$ cat config.mk
export PLATFORM = sky130hd
export DESIGN_NAME = fsp_status
export DESIGN_NICKNAME = d
export VERILOG_FILES = /design/src/hdl/fsp_pkg.sv /design/src/hdl/fsp_status.sv
export SDC_FILE = /design/constraint.sdc
export NUM_CORES = 1
export LEC_CHECK = 0
export ABC_AREA = 1
export BUFFER_PORTS_ARGS = -buffer_cell sky130_fd_sc_hd__buf_2
export CAP_MARGIN = 20
export CORE_UTILIZATION = 52
export CTS_BUF_LIST = sky130_fd_sc_hd__clkbuf_4 sky130_fd_sc_hd__clkbuf_8 sky130_fd_sc_hd__clkbuf_16
export CTS_CLUSTER_SIZE = 20
export DETAILED_ROUTE_END_ITERATION = 10
export HOLD_SLACK_MARGIN = 0.03
export PLACE_DENSITY = 0.8
export SLEW_MARGIN = 20
export SYNTH_ARGS = -nofsm -noshare
export SYNTH_HDL_FRONTEND = slang
export SYNTH_SLANG_ARGS = --single-unit
$ cat constraint.sdc
create_clock -name clk_i -period 3.3 [get_ports clk_i]
set_input_delay 0.33 -clock clk_i [delete_from_list [all_inputs] [get_ports clk_i]]
set_output_delay 0.33 -clock clk_i [all_outputs]
set_load 0.02 [all_outputs]
$ cat src/hdl/fsp_pkg.sv
/*
 Shared constants of the flash status and protection block:
 register offsets, status bit positions, command codes, reset values.
 Assumes a byte-wide register port with a 4-bit offset.
*/
package fsp_pkg;

   // ------------------------------------------------------------
   // Register port
   // ------------------------------------------------------------
   localparam int ADDR_W = 4;
   localparam int DATA_W = 8;
   localparam logic [ADDR_W-1:0] OFFS_FLASH_CONFIG = 4'h3;
   localparam logic [ADDR_W-1:0] OFFS_PROTECTION   = 4'h4;
   localparam logic [ADDR_W-1:0] OFFS_FLASH_STATUS = 4'h5;

   // ------------------------------------------------------------
   // Status and configuration bit positions
   // ------------------------------------------------------------
   localparam int BIT_BUFFER_EMPTY  = 7;
   localparam int BIT_CMD_COMPLETE  = 6;
   localparam int BIT_PROT_VIOL     = 5;
   localparam int BIT_ACCESS_ERR    = 4;
   localparam int BIT_BLANK         = 2;
   localparam int BIT_FAIL          = 1;
   localparam int BIT_DONE          = 0;
   localparam int BIT_BE_IRQ_EN     = 7;
   localparam int BIT_CC_IRQ_EN     = 6;

   // ------------------------------------------------------------
   // Protection scenarios and command codes
   // ------------------------------------------------------------
   localparam int SCEN_W = 3;
   localparam logic [SCEN_W-1:0] SCEN_RESET = 3'h7;
   localparam logic [7:0] CMD_ERASE_VERIFY = 8'h05;
   localparam logic [7:0] CMD_WORD_PROGRAM = 8'h20;
   localparam logic [7:0] CMD_SECTOR_ERASE = 8'h40;
   localparam logic [7:0] CMD_MASS_ERASE   = 8'h41;

   typedef enum logic [1:0] {
      SEQ_IDLE,
      SEQ_ADDR,
      SEQ_CMD
   } fsp_seq_type;

endpackage : fsp_pkg

$ cat src/hdl/fsp_status.sv
/*
 Status flags of the flash command controller and the guard on the
 protection scenario register.
 Assumes the command engine, address/data/command buffers and the
 array sit outside and talk through one-cycle pulses and levels, all
 on clk_i.
 Assumes engine_busy_i covers both the active and the buffered
 command, and buffer_free_i pulses once the buffered command has been
 taken, so that buffer-empty sets again.
 Assumes special_mode_i and stop_i come from logic on clk_i and need
 no synchroniser.
*/
// The plain strobed port was decided locally.
// Overview of operation
// - A disallowed protection scenario write is dropped; register unchanged.
// - Protection register reads back the scenario in force.
// - Allowed scenario moves follow the fixed from/to table.
// - Status register sits at offset 0x05.
// - Normal mode: empty, violation, error writable; complete, blank read-only; rest zero.
// - Special mode: fail is read/write, done is read-only.
// - Buffer-empty at bit 7; write 1 clears, write 0 no effect.
// - Writing 0 to buffer-empty mid-sequence aborts and sets access error.
// - Writing 0 to buffer-empty outside a sequence sets no error.
// - Buffer-empty with its enable raises an interrupt request.
// - Complete at bit 6; clear while buffer busy, set when all finish.
// - Complete stays clear when a buffered command is fetched at once.
// - Complete with its enable raises an interrupt request.
// - Violation at bit 5 set on protected program/erase; write 1 clears.
// - No launch while violation is set.
// - Access error at bit 4 on sequence fault, bad code, stop while busy.
// - Access error clears only on write 1 and blocks launch.
// - Blank at bit 2 set on verify pass, cleared on valid launch.
// - Special mode: fail at bit 1 set on verify fail, write 1 clears, blocks launch.
// - Special mode: done at bit 0 low while an operation is active.
`timescale 1ns/1ps

module fsp_status (
   // Clock and reset
   input  wire logic                      clk_i,
   input  wire logic                      reset_i,
   // Register port
   input  wire logic [fsp_pkg::ADDR_W-1:0] addr_i,
   input  wire logic [fsp_pkg::DATA_W-1:0] wr_data_i,
   input  wire logic                      wr_i,
   input  wire logic                      rd_i,
   output logic      [fsp_pkg::DATA_W-1:0] rd_data_o,
   // Mode and protection load from the array
   input  wire logic                      special_mode_i,
   input  wire logic                      prot_load_i,
   input  wire logic [fsp_pkg::SCEN_W-1:0] prot_init_i,
   output logic      [fsp_pkg::SCEN_W-1:0] protection_scenario_o,
   // Command write sequence events
   input  wire logic                      array_word_wr_i,
   input  wire logic                      cmd_wr_i,
   input  wire logic [7:0]                command_code_bits_i,
   input  wire logic                      stop_i,
   // Command engine
   output logic                           cmd_launch_o,
   input  wire logic                      buffer_free_i,
   input  wire logic                      engine_busy_i,
   input  wire logic                      op_active_i,
   input  wire logic                      prot_viol_i,
   input  wire logic                      verify_pass_i,
   input  wire logic                      verify_fail_i,
   // Interrupt requests
   output logic                           buffer_empty_irq_o,
   output logic                           cmd_complete_irq_o
);
   import fsp_pkg::*;

   // ------------------------------------------------------------
   // Elaboration checks
   // ------------------------------------------------------------
   // The status map, the move table and the read mux are written for a
   // byte-wide port and eight scenarios; other sizes would drop bits.
   if (DATA_W != 8) begin : g_check_data_w
      $error("fsp_status: register port must be 8 bits wide");
   end
   if (SCEN_W != 3) begin : g_check_scen_w
      $error("fsp_status: protection scenario must be 3 bits wide");
   end
   if (ADDR_W < 3) begin : g_check_addr_w
      $error("fsp_status: register offsets do not fit the address");
   end
   if ((OFFS_FLASH_CONFIG == OFFS_PROTECTION) ||
       (OFFS_PROTECTION == OFFS_FLASH_STATUS) ||
       (OFFS_FLASH_CONFIG == OFFS_FLASH_STATUS)) begin : g_check_offs
      $error("fsp_status: register offsets overlap");
   end

   // ------------------------------------------------------------
   // Helpers
   // ------------------------------------------------------------
   function automatic logic move_ok(input logic [SCEN_W-1:0] from_s,
                                    input logic [SCEN_W-1:0] to_s);
      logic [7:0] allowed;
      allowed = 8'h00;
      case (from_s)
         3'h0: allowed = 8'h0f;
         3'h1: allowed = 8'h0a;
         3'h2: allowed = 8'h0c;
         3'h3: allowed = 8'h08;
         3'h4: allowed = 8'h18;
         3'h5: allowed = 8'h3c;
         3'h6: allowed = 8'h5a;
         3'h7: allowed = 8'hff;
         default: allowed = 8'h00;
      endcase
      return allowed[to_s];
   endfunction : move_ok

   function automatic logic code_ok(input logic [7:0] code);
      return (code == CMD_ERASE_VERIFY) || (code == CMD_WORD_PROGRAM) ||
             (code == CMD_SECTOR_ERASE) || (code == CMD_MASS_ERASE);
   endfunction : code_ok

   // ------------------------------------------------------------
   // State
   // ------------------------------------------------------------
   logic [SCEN_W-1:0] protection_config;
   logic              buffer_empty_irq_en;
   logic              cmd_complete_irq_en;
   logic              buffer_empty_flag;
   logic              cmd_complete_flag;
   logic              protect_violation_flag;
   logic              access_error_flag;
   logic              blank_flag;
   logic              fail_flag;
   fsp_seq_type       seq;
   fsp_seq_type       next_seq;

   logic wr_status;
   logic wr_prot;
   logic wr_config;
   logic w1c_be;
   logic w0_be;
   logic w1c_pv;
   logic w1c_ae;
   logic w1c_fail;
   logic launch_blocked;
   logic launch;
   logic seq_error;
   logic stop_error;

   // Write decode; offsets outside the map are simply ignored
   assign wr_status = wr_i && (addr_i == OFFS_FLASH_STATUS);
   assign wr_prot   = wr_i && (addr_i == OFFS_PROTECTION);
   assign wr_config = wr_i && (addr_i == OFFS_FLASH_CONFIG);

   // Each clear reads only its own bit of the written byte
   assign w1c_be   = wr_status && wr_data_i[BIT_BUFFER_EMPTY];
   assign w0_be    = wr_status && !wr_data_i[BIT_BUFFER_EMPTY];
   assign w1c_pv   = wr_status && wr_data_i[BIT_PROT_VIOL];
   assign w1c_ae   = wr_status && wr_data_i[BIT_ACCESS_ERR];
   assign w1c_fail = wr_status && wr_data_i[BIT_FAIL] && special_mode_i;

   // Fail blocks in either mode; it can only be set in special mode
   assign launch_blocked = protect_violation_flag
                        || access_error_flag
                        || fail_flag;

   // ------------------------------------------------------------
   // Command write sequence
   // ------------------------------------------------------------
   // Idle waits for the word write, the address stage for the command
   // code and the command stage for the launching write of one to
   // buffer-empty; a word, command or zero write out of turn aborts.
   always_comb begin
      next_seq  = seq;
      launch    = 1'b0;
      seq_error = 1'b0;
      case (seq)
         SEQ_IDLE: begin
            // A zero write to buffer-empty here is simply ignored
            if (cmd_wr_i) begin
               seq_error = 1'b1;
            end else if (array_word_wr_i && !launch_blocked) begin
               next_seq = SEQ_ADDR;
            end
         end
         SEQ_ADDR: begin
            if (cmd_wr_i) begin
               if (code_ok(command_code_bits_i)) begin
                  next_seq = SEQ_CMD;
               end else begin
                  seq_error = 1'b1;
                  next_seq  = SEQ_IDLE;
               end
            end else if (array_word_wr_i || w0_be) begin
               seq_error = 1'b1;
               next_seq  = SEQ_IDLE;
            end
         end
         SEQ_CMD: begin
            if (array_word_wr_i || cmd_wr_i || w0_be) begin
               seq_error = 1'b1;
               next_seq  = SEQ_IDLE;
            end else if (w1c_be) begin
               launch   = !launch_blocked;
               next_seq = SEQ_IDLE;
            end
         end
         default: begin
            next_seq = SEQ_IDLE;
         end
      endcase
   end

   always_ff @(posedge clk_i) begin
      if (reset_i) begin
         seq <= SEQ_IDLE;
      end else begin
         seq <= next_seq;
      end
   end

   // Registered so the engine sees a clean one-cycle pulse
   always_ff @(posedge clk_i) begin
      if (reset_i) begin
         cmd_launch_o <= 1'b0;
      end else begin
         cmd_launch_o <= launch;
      end
   end

   // ------------------------------------------------------------
   // Status flags; a hardware set wins over a same-cycle clear, except on complete, where the clear wins
   // ------------------------------------------------------------
   always_ff @(posedge clk_i) begin
      if (reset_i) begin
         buffer_empty_flag <= 1'b1;
      end else if (buffer_free_i) begin
         buffer_empty_flag <= 1'b1;
      end else if (w1c_be) begin
         buffer_empty_flag <= 1'b0;
      end
   end

   // Busy covers active and buffered commands, so a fetch straight
   // after a finish never opens a gap that would set the flag.
   always_ff @(posedge clk_i) begin
      if (reset_i) begin
         cmd_complete_flag <= 1'b1;
      end else if (launch || !buffer_empty_flag) begin
         cmd_complete_flag <= 1'b0;
      end else if (!engine_busy_i) begin
         cmd_complete_flag <= 1'b1;
      end
   end

   always_ff @(posedge clk_i) begin
      if (reset_i) begin
         protect_violation_flag <= 1'b0;
      end else if (prot_viol_i) begin
         protect_violation_flag <= 1'b1;
      end else if (w1c_pv) begin
         protect_violation_flag <= 1'b0;
      end
   end

   // A stop only hurts while a command runs, that is while complete is low
   assign stop_error = stop_i && !cmd_complete_flag;

   always_ff @(posedge clk_i) begin
      if (reset_i) begin
         access_error_flag <= 1'b0;
      end else if (seq_error || stop_error) begin
         access_error_flag <= 1'b1;
      end else if (w1c_ae) begin
         access_error_flag <= 1'b0;
      end
   end

   always_ff @(posedge clk_i) begin
      if (reset_i) begin
         blank_flag <= 1'b0;
      end else if (verify_pass_i) begin
         blank_flag <= 1'b1;
      end else if (launch) begin
         blank_flag <= 1'b0;
      end
   end

   always_ff @(posedge clk_i) begin
      if (reset_i) begin
         fail_flag <= 1'b0;
      end else if (verify_fail_i && special_mode_i) begin
         fail_flag <= 1'b1;
      end else if (w1c_fail) begin
         fail_flag <= 1'b0;
      end
   end

   // ------------------------------------------------------------
   // Protection scenario and configuration
   // ------------------------------------------------------------
   // The array load is trusted; software may only tighten protection.
   always_ff @(posedge clk_i) begin
      if (reset_i) begin
         protection_config <= SCEN_RESET;
      end else if (prot_load_i) begin
         protection_config <= prot_init_i;
      end else if (wr_prot &&
                   move_ok(protection_config, wr_data_i[SCEN_W-1:0])) begin
         protection_config <= wr_data_i[SCEN_W-1:0];
      end
   end

   // Interrupt enables share the configuration byte
   always_ff @(posedge clk_i) begin
      if (reset_i) begin
         buffer_empty_irq_en <= 1'b0;
         cmd_complete_irq_en <= 1'b0;
      end else if (wr_config) begin
         buffer_empty_irq_en <= wr_data_i[BIT_BE_IRQ_EN];
         cmd_complete_irq_en <= wr_data_i[BIT_CC_IRQ_EN];
      end
   end

   // Requests lag their flag by one cycle but never glitch
   always_ff @(posedge clk_i) begin
      if (reset_i) begin
         buffer_empty_irq_o <= 1'b0;
         cmd_complete_irq_o <= 1'b0;
         protection_scenario_o <= SCEN_RESET;
      end else begin
         buffer_empty_irq_o <= buffer_empty_flag && buffer_empty_irq_en;
         cmd_complete_irq_o <= cmd_complete_flag && cmd_complete_irq_en;
         protection_scenario_o <= protection_config;
      end
   end

   // ------------------------------------------------------------
   // Read port
   // ------------------------------------------------------------
   // Reads have no side effects, so polling never disturbs a sequence
   logic [DATA_W-1:0] status_view;

   always_comb begin
      status_view = '0;
      status_view[BIT_BUFFER_EMPTY] = buffer_empty_flag;
      status_view[BIT_CMD_COMPLETE] = cmd_complete_flag;
      status_view[BIT_PROT_VIOL]    = protect_violation_flag;
      status_view[BIT_ACCESS_ERR]   = access_error_flag;
      status_view[BIT_BLANK]        = blank_flag;
      if (special_mode_i) begin
         status_view[BIT_FAIL] = fail_flag;
         status_view[BIT_DONE] = !op_active_i;
      end
   end

   always_ff @(posedge clk_i) begin
      if (reset_i) begin
         rd_data_o <= '0;
      end else if (rd_i) begin
         case (addr_i)
            OFFS_FLASH_STATUS: rd_data_o <= status_view;
            OFFS_PROTECTION: begin
               rd_data_o <= {{(DATA_W-SCEN_W){1'b0}}, protection_config};
            end
            OFFS_FLASH_CONFIG: begin
               rd_data_o <= '0;
               rd_data_o[BIT_BE_IRQ_EN] <= buffer_empty_irq_en;
               rd_data_o[BIT_CC_IRQ_EN] <= cmd_complete_irq_en;
            end
            default: rd_data_o <= '0;
         endcase
      end else begin
         rd_data_o <= '0;
      end
   end

endmodule : fsp_status

==> reports/summary.md <==
## Timing
- fin crit share: 0.381
- Setup Viol. Count Final: 0
- setup repair after global routing missed its margin: no
- total negative slack for setup checks: 0 ns
- Max Freq: 796 MHz
- max-slew violation count: 0
- clock period minus final worst setup slack: 1.26 ns
- setup slack of the critical path after layout: 2.04 ns
- final count of hold timing violations: 0
- clk_skew: 0.00602 ns

## Floorplan
- number of rows created at floorplan: 18
- count of pins on the block boundary: 52
- die area: 3010 µm²
- vertical die dimension: 54.9 µm
- Core ar.: 2570 µm²
- effective utilization at floorplan: 0.566
- overall die width: 54.9 µm

## Routing
- detailed-route DRC error count: 0
- Wirelength per Cell: 10.7 µm
- Vias: 1,372
- vias per cell: 5.06
- number of design-rule violations left by the first detailed-router iteration: 30
- count of nets left with antenna violations after detail routing: 0
- final WL: 2910 µm
- length of the first detailed-routing pass in iterations: 5

## Worst setup path
- element type at the critical path start: flop
- Cell Chain, Critical Path: o21ai_0, nand3_1, nand3_4, nand2_2, nand2_1, nand3_2, nand2_1, o21ai_1
- critical path's slowest cell: sky130_fd_sc_hd__dfxtp_1
- Worst EP required: 3.52 ns
- data arrival at the endpoint of the critical path: 1.48 ns
- largest stage delay on the critical path: 0.31 ns
- buffers and inverters on the worst path: 0
- Crit path top cell by count: sky130_fd_sc_hd__nand2_1
- Largest delay share family, worst path: simple AND/OR/NAND/NOR gates
- kind of end point of the critical path: flop
- largest driver fanout on the critical path: 4
- category of the most critical setup path: reg -> reg

## Synthesis
- top cell type's share of synthesized area: 0.454
- most numerous cell in the Yosys netlist: sky130_fd_sc_hd__nand2_1
- number of library cell types mapped by synthesis: 27
- number of enable flip-flop cells after synthesis: 0
- cells after synthesis: 186
- average instance area after synthesis: 7.82 µm²
- Most used DFF post-synth: sky130_fd_sc_hd__dfxtp_1
- leading area contributor after synthesis: sky130_fd_sc_hd__dfxtp_1
- count of state elements after synthesis: 33
- net count of the mapped netlist: 224
- share of synthesized area occupied by flip-flops and latches: 0.454
- share of async-settable or async-resettable flops after synthesis: 0
- Synth Warn #: 0
- cell types occupying the most area after synthesis: sky130_fd_sc_hd__dfxtp_1 (45%), sky130_fd_sc_hd__nand2_1 (8.8%), sky130_fd_sc_hd__inv_1 (6.2%)
- top post-synthesis cells by count: sky130_fd_sc_hd__nand2_1 (34), sky130_fd_sc_hd__dfxtp_1 (33), sky130_fd_sc_hd__inv_1 (24)
- netlist area before placement: 1450 µm²

## Clock network
- clock transition at the register clock pins on the worst setup and hold paths after CTS: 0.10 ns
- cell at the root of the clock tree: sky130_fd_sc_hd__clkbuf_4
- number of buffers inserted to repair setup after CTS: 0
- clock tree from TritonCTS: built
- depth of the CTS H-tree: 2
- quantity of gates resized following cts: 0
- Longest Clk Path Bufs: 2
- Hold-fix buffers, CTS: 0
- Sink Count: 33
- Inserted Clock Buffers: 5
- clock insertion delay at the later pin of the skew report: 0.32 ns

## Final layout
- number of nets in the final layout: 278
- share of cells above drive strength 1: 0.349
- number of standard cells in the final layout excluding fillers: 271
- antenna diode count: 0
- post-route cell area: 1770 µm²
- Area Growth Syn to Fin: 21.9%

## GRT
- total congestion overflow after global routing: 0
- GRT Overall Usage: 0.231
- largest net degree at the start of global routing: 14
- antenna violations before repair: 0
- via count of the first global-routing pass: 1,140
- first-pass GRT wire length: 4820 µm

## Placement
- minimum setup slack after placement: 1.75 ns
- GPL Wtd Cong: 0.779
- total of buffers placed on input and output ports: 49
- Cell Area, Placed: 1720 µm²
- number of placed cells counting well taps: 263
- estimated wirelength of the detail-placed design: 2280 µm

## Flow run
- max cap viols: 0

## Pwr
- maximum vdd ir drop: 0.320 mV
- leakage power figure: 0.890 nW
- cell area power density: 424 nW/µm²

## Status
- status: finished clean

## Hold path
- Tightest Hold Check Type: in -> reg

[worst paths after layout]
kind / start / to / slack, ns / cells past startpoint
setup / recovery: flop / flop / 2.04 / 8
hold / removal: prot_viol_i / protect_violation_flag / 0.20 / 3
hold reg to reg: protection_config[0] / protection_scenario_o[0] / 0.46 / 2
setup reg to reg: flop / flop / 2.04 / 8
[logic make-up (layout without fill, tap and decap cells)]
kind of cell           Yosys count  in the layout  synth area share
buffers and inverters           32             87            0.0904
AND/OR/NAND/NOR                 89             89             0.334
AO/OA/AOI/OAI                   31             31             0.119
other                            1              1           0.00258
flip-flops                      33             33             0.454
[placed cells by master, fill, tap and decap left out]
cell	count
sky130_fd_sc_hd__nand3_1	13
sky130_fd_sc_hd__nand4_1	5
sky130_fd_sc_hd__nor2_1	14
sky130_fd_sc_hd__o21ai_1	3
sky130_fd_sc_hd__nand3_4	2
sky130_fd_sc_hd__clkbuf_4	6
sky130_fd_sc_hd__nor2_4	2
sky130_fd_sc_hd__nand2_1	34
sky130_fd_sc_hd__or2_2	3
sky130_fd_sc_hd__buf_2	49
sky130_fd_sc_hd__nor3_1	4
sky130_fd_sc_hd__a21oi_2	1
sky130_fd_sc_hd__a211o_1	1
sky130_fd_sc_hd__dfxtp_1	33
sky130_fd_sc_hd__o22ai_1	3
sky130_fd_sc_hd__nor2_2	2
sky130_fd_sc_hd__nand2_4	1
sky130_fd_sc_hd__o21ai_0	6
sky130_fd_sc_hd__nor2_8	1
sky130_fd_sc_hd__o31ai_1	1
sky130_fd_sc_hd__conb_1	1
sky130_fd_sc_hd__inv_2	6
sky130_fd_sc_hd__a21oi_1	15
sky130_fd_sc_hd__nand2_2	3
sky130_fd_sc_hd__nand3_2	5
sky130_fd_sc_hd__inv_1	24
sky130_fd_sc_hd__o21ai_2	1
sky130_fd_sc_hd__clkinv_2	2
[through the flow]
step	power [W]	hold slack [ns]	util
final	0.000751	0.203	0.691
after floorplan	0.000503	0.417	-
after global routing	0.000796	0.183	0.691
after CTS	0.000757	0.197	0.691
after global placement	0.000543	0.441	0.669
after detailed placement	0.000545	0.446	0.669
[layout make-up]
cell class	instances	area, µm²
clock inverters	2	10.0
repair buffers	49	245
inverters	30	113
well taps	30	37.5
fillers	232	795
flip-flops and latches	33	661
multi-input cells	121	662
clock buffers	6	45.0
[tightest hold or removal path: stages]
cell	delay, ns
sky130_fd_sc_hd__buf_2	0.07
sky130_fd_sc_hd__a21oi_1	0.03
sky130_fd_sc_hd__nor2_1	0.06
[power by group]
group	switching (W)	internal [W]	leakage, nW	total, W
clock	0.000126	0.0000892	0.0354	0.000215
sequential	0.00000860	0.000419	0.271	0.000428
combinational	0.0000661	0.0000425	0.583	0.000109
total	0.000200	0.000551	0.890	0.000751
[routing by layer]
| layer | routed length, µm | up-vias | GRT usage |
|---|---|---|---|
| li1 | - | 712 | - |
| met5 | 0 | - | 0 |
| met3 | 246 | 4 | 0.0889 |
| met1 | 1300 | 598 | 0.289 |
| met2 | 1340 | 58 | 0.365 |
| met4 | 21 | 0 | 0.0641 |
No activity file was read; power rests on OpenSTA's default activity.
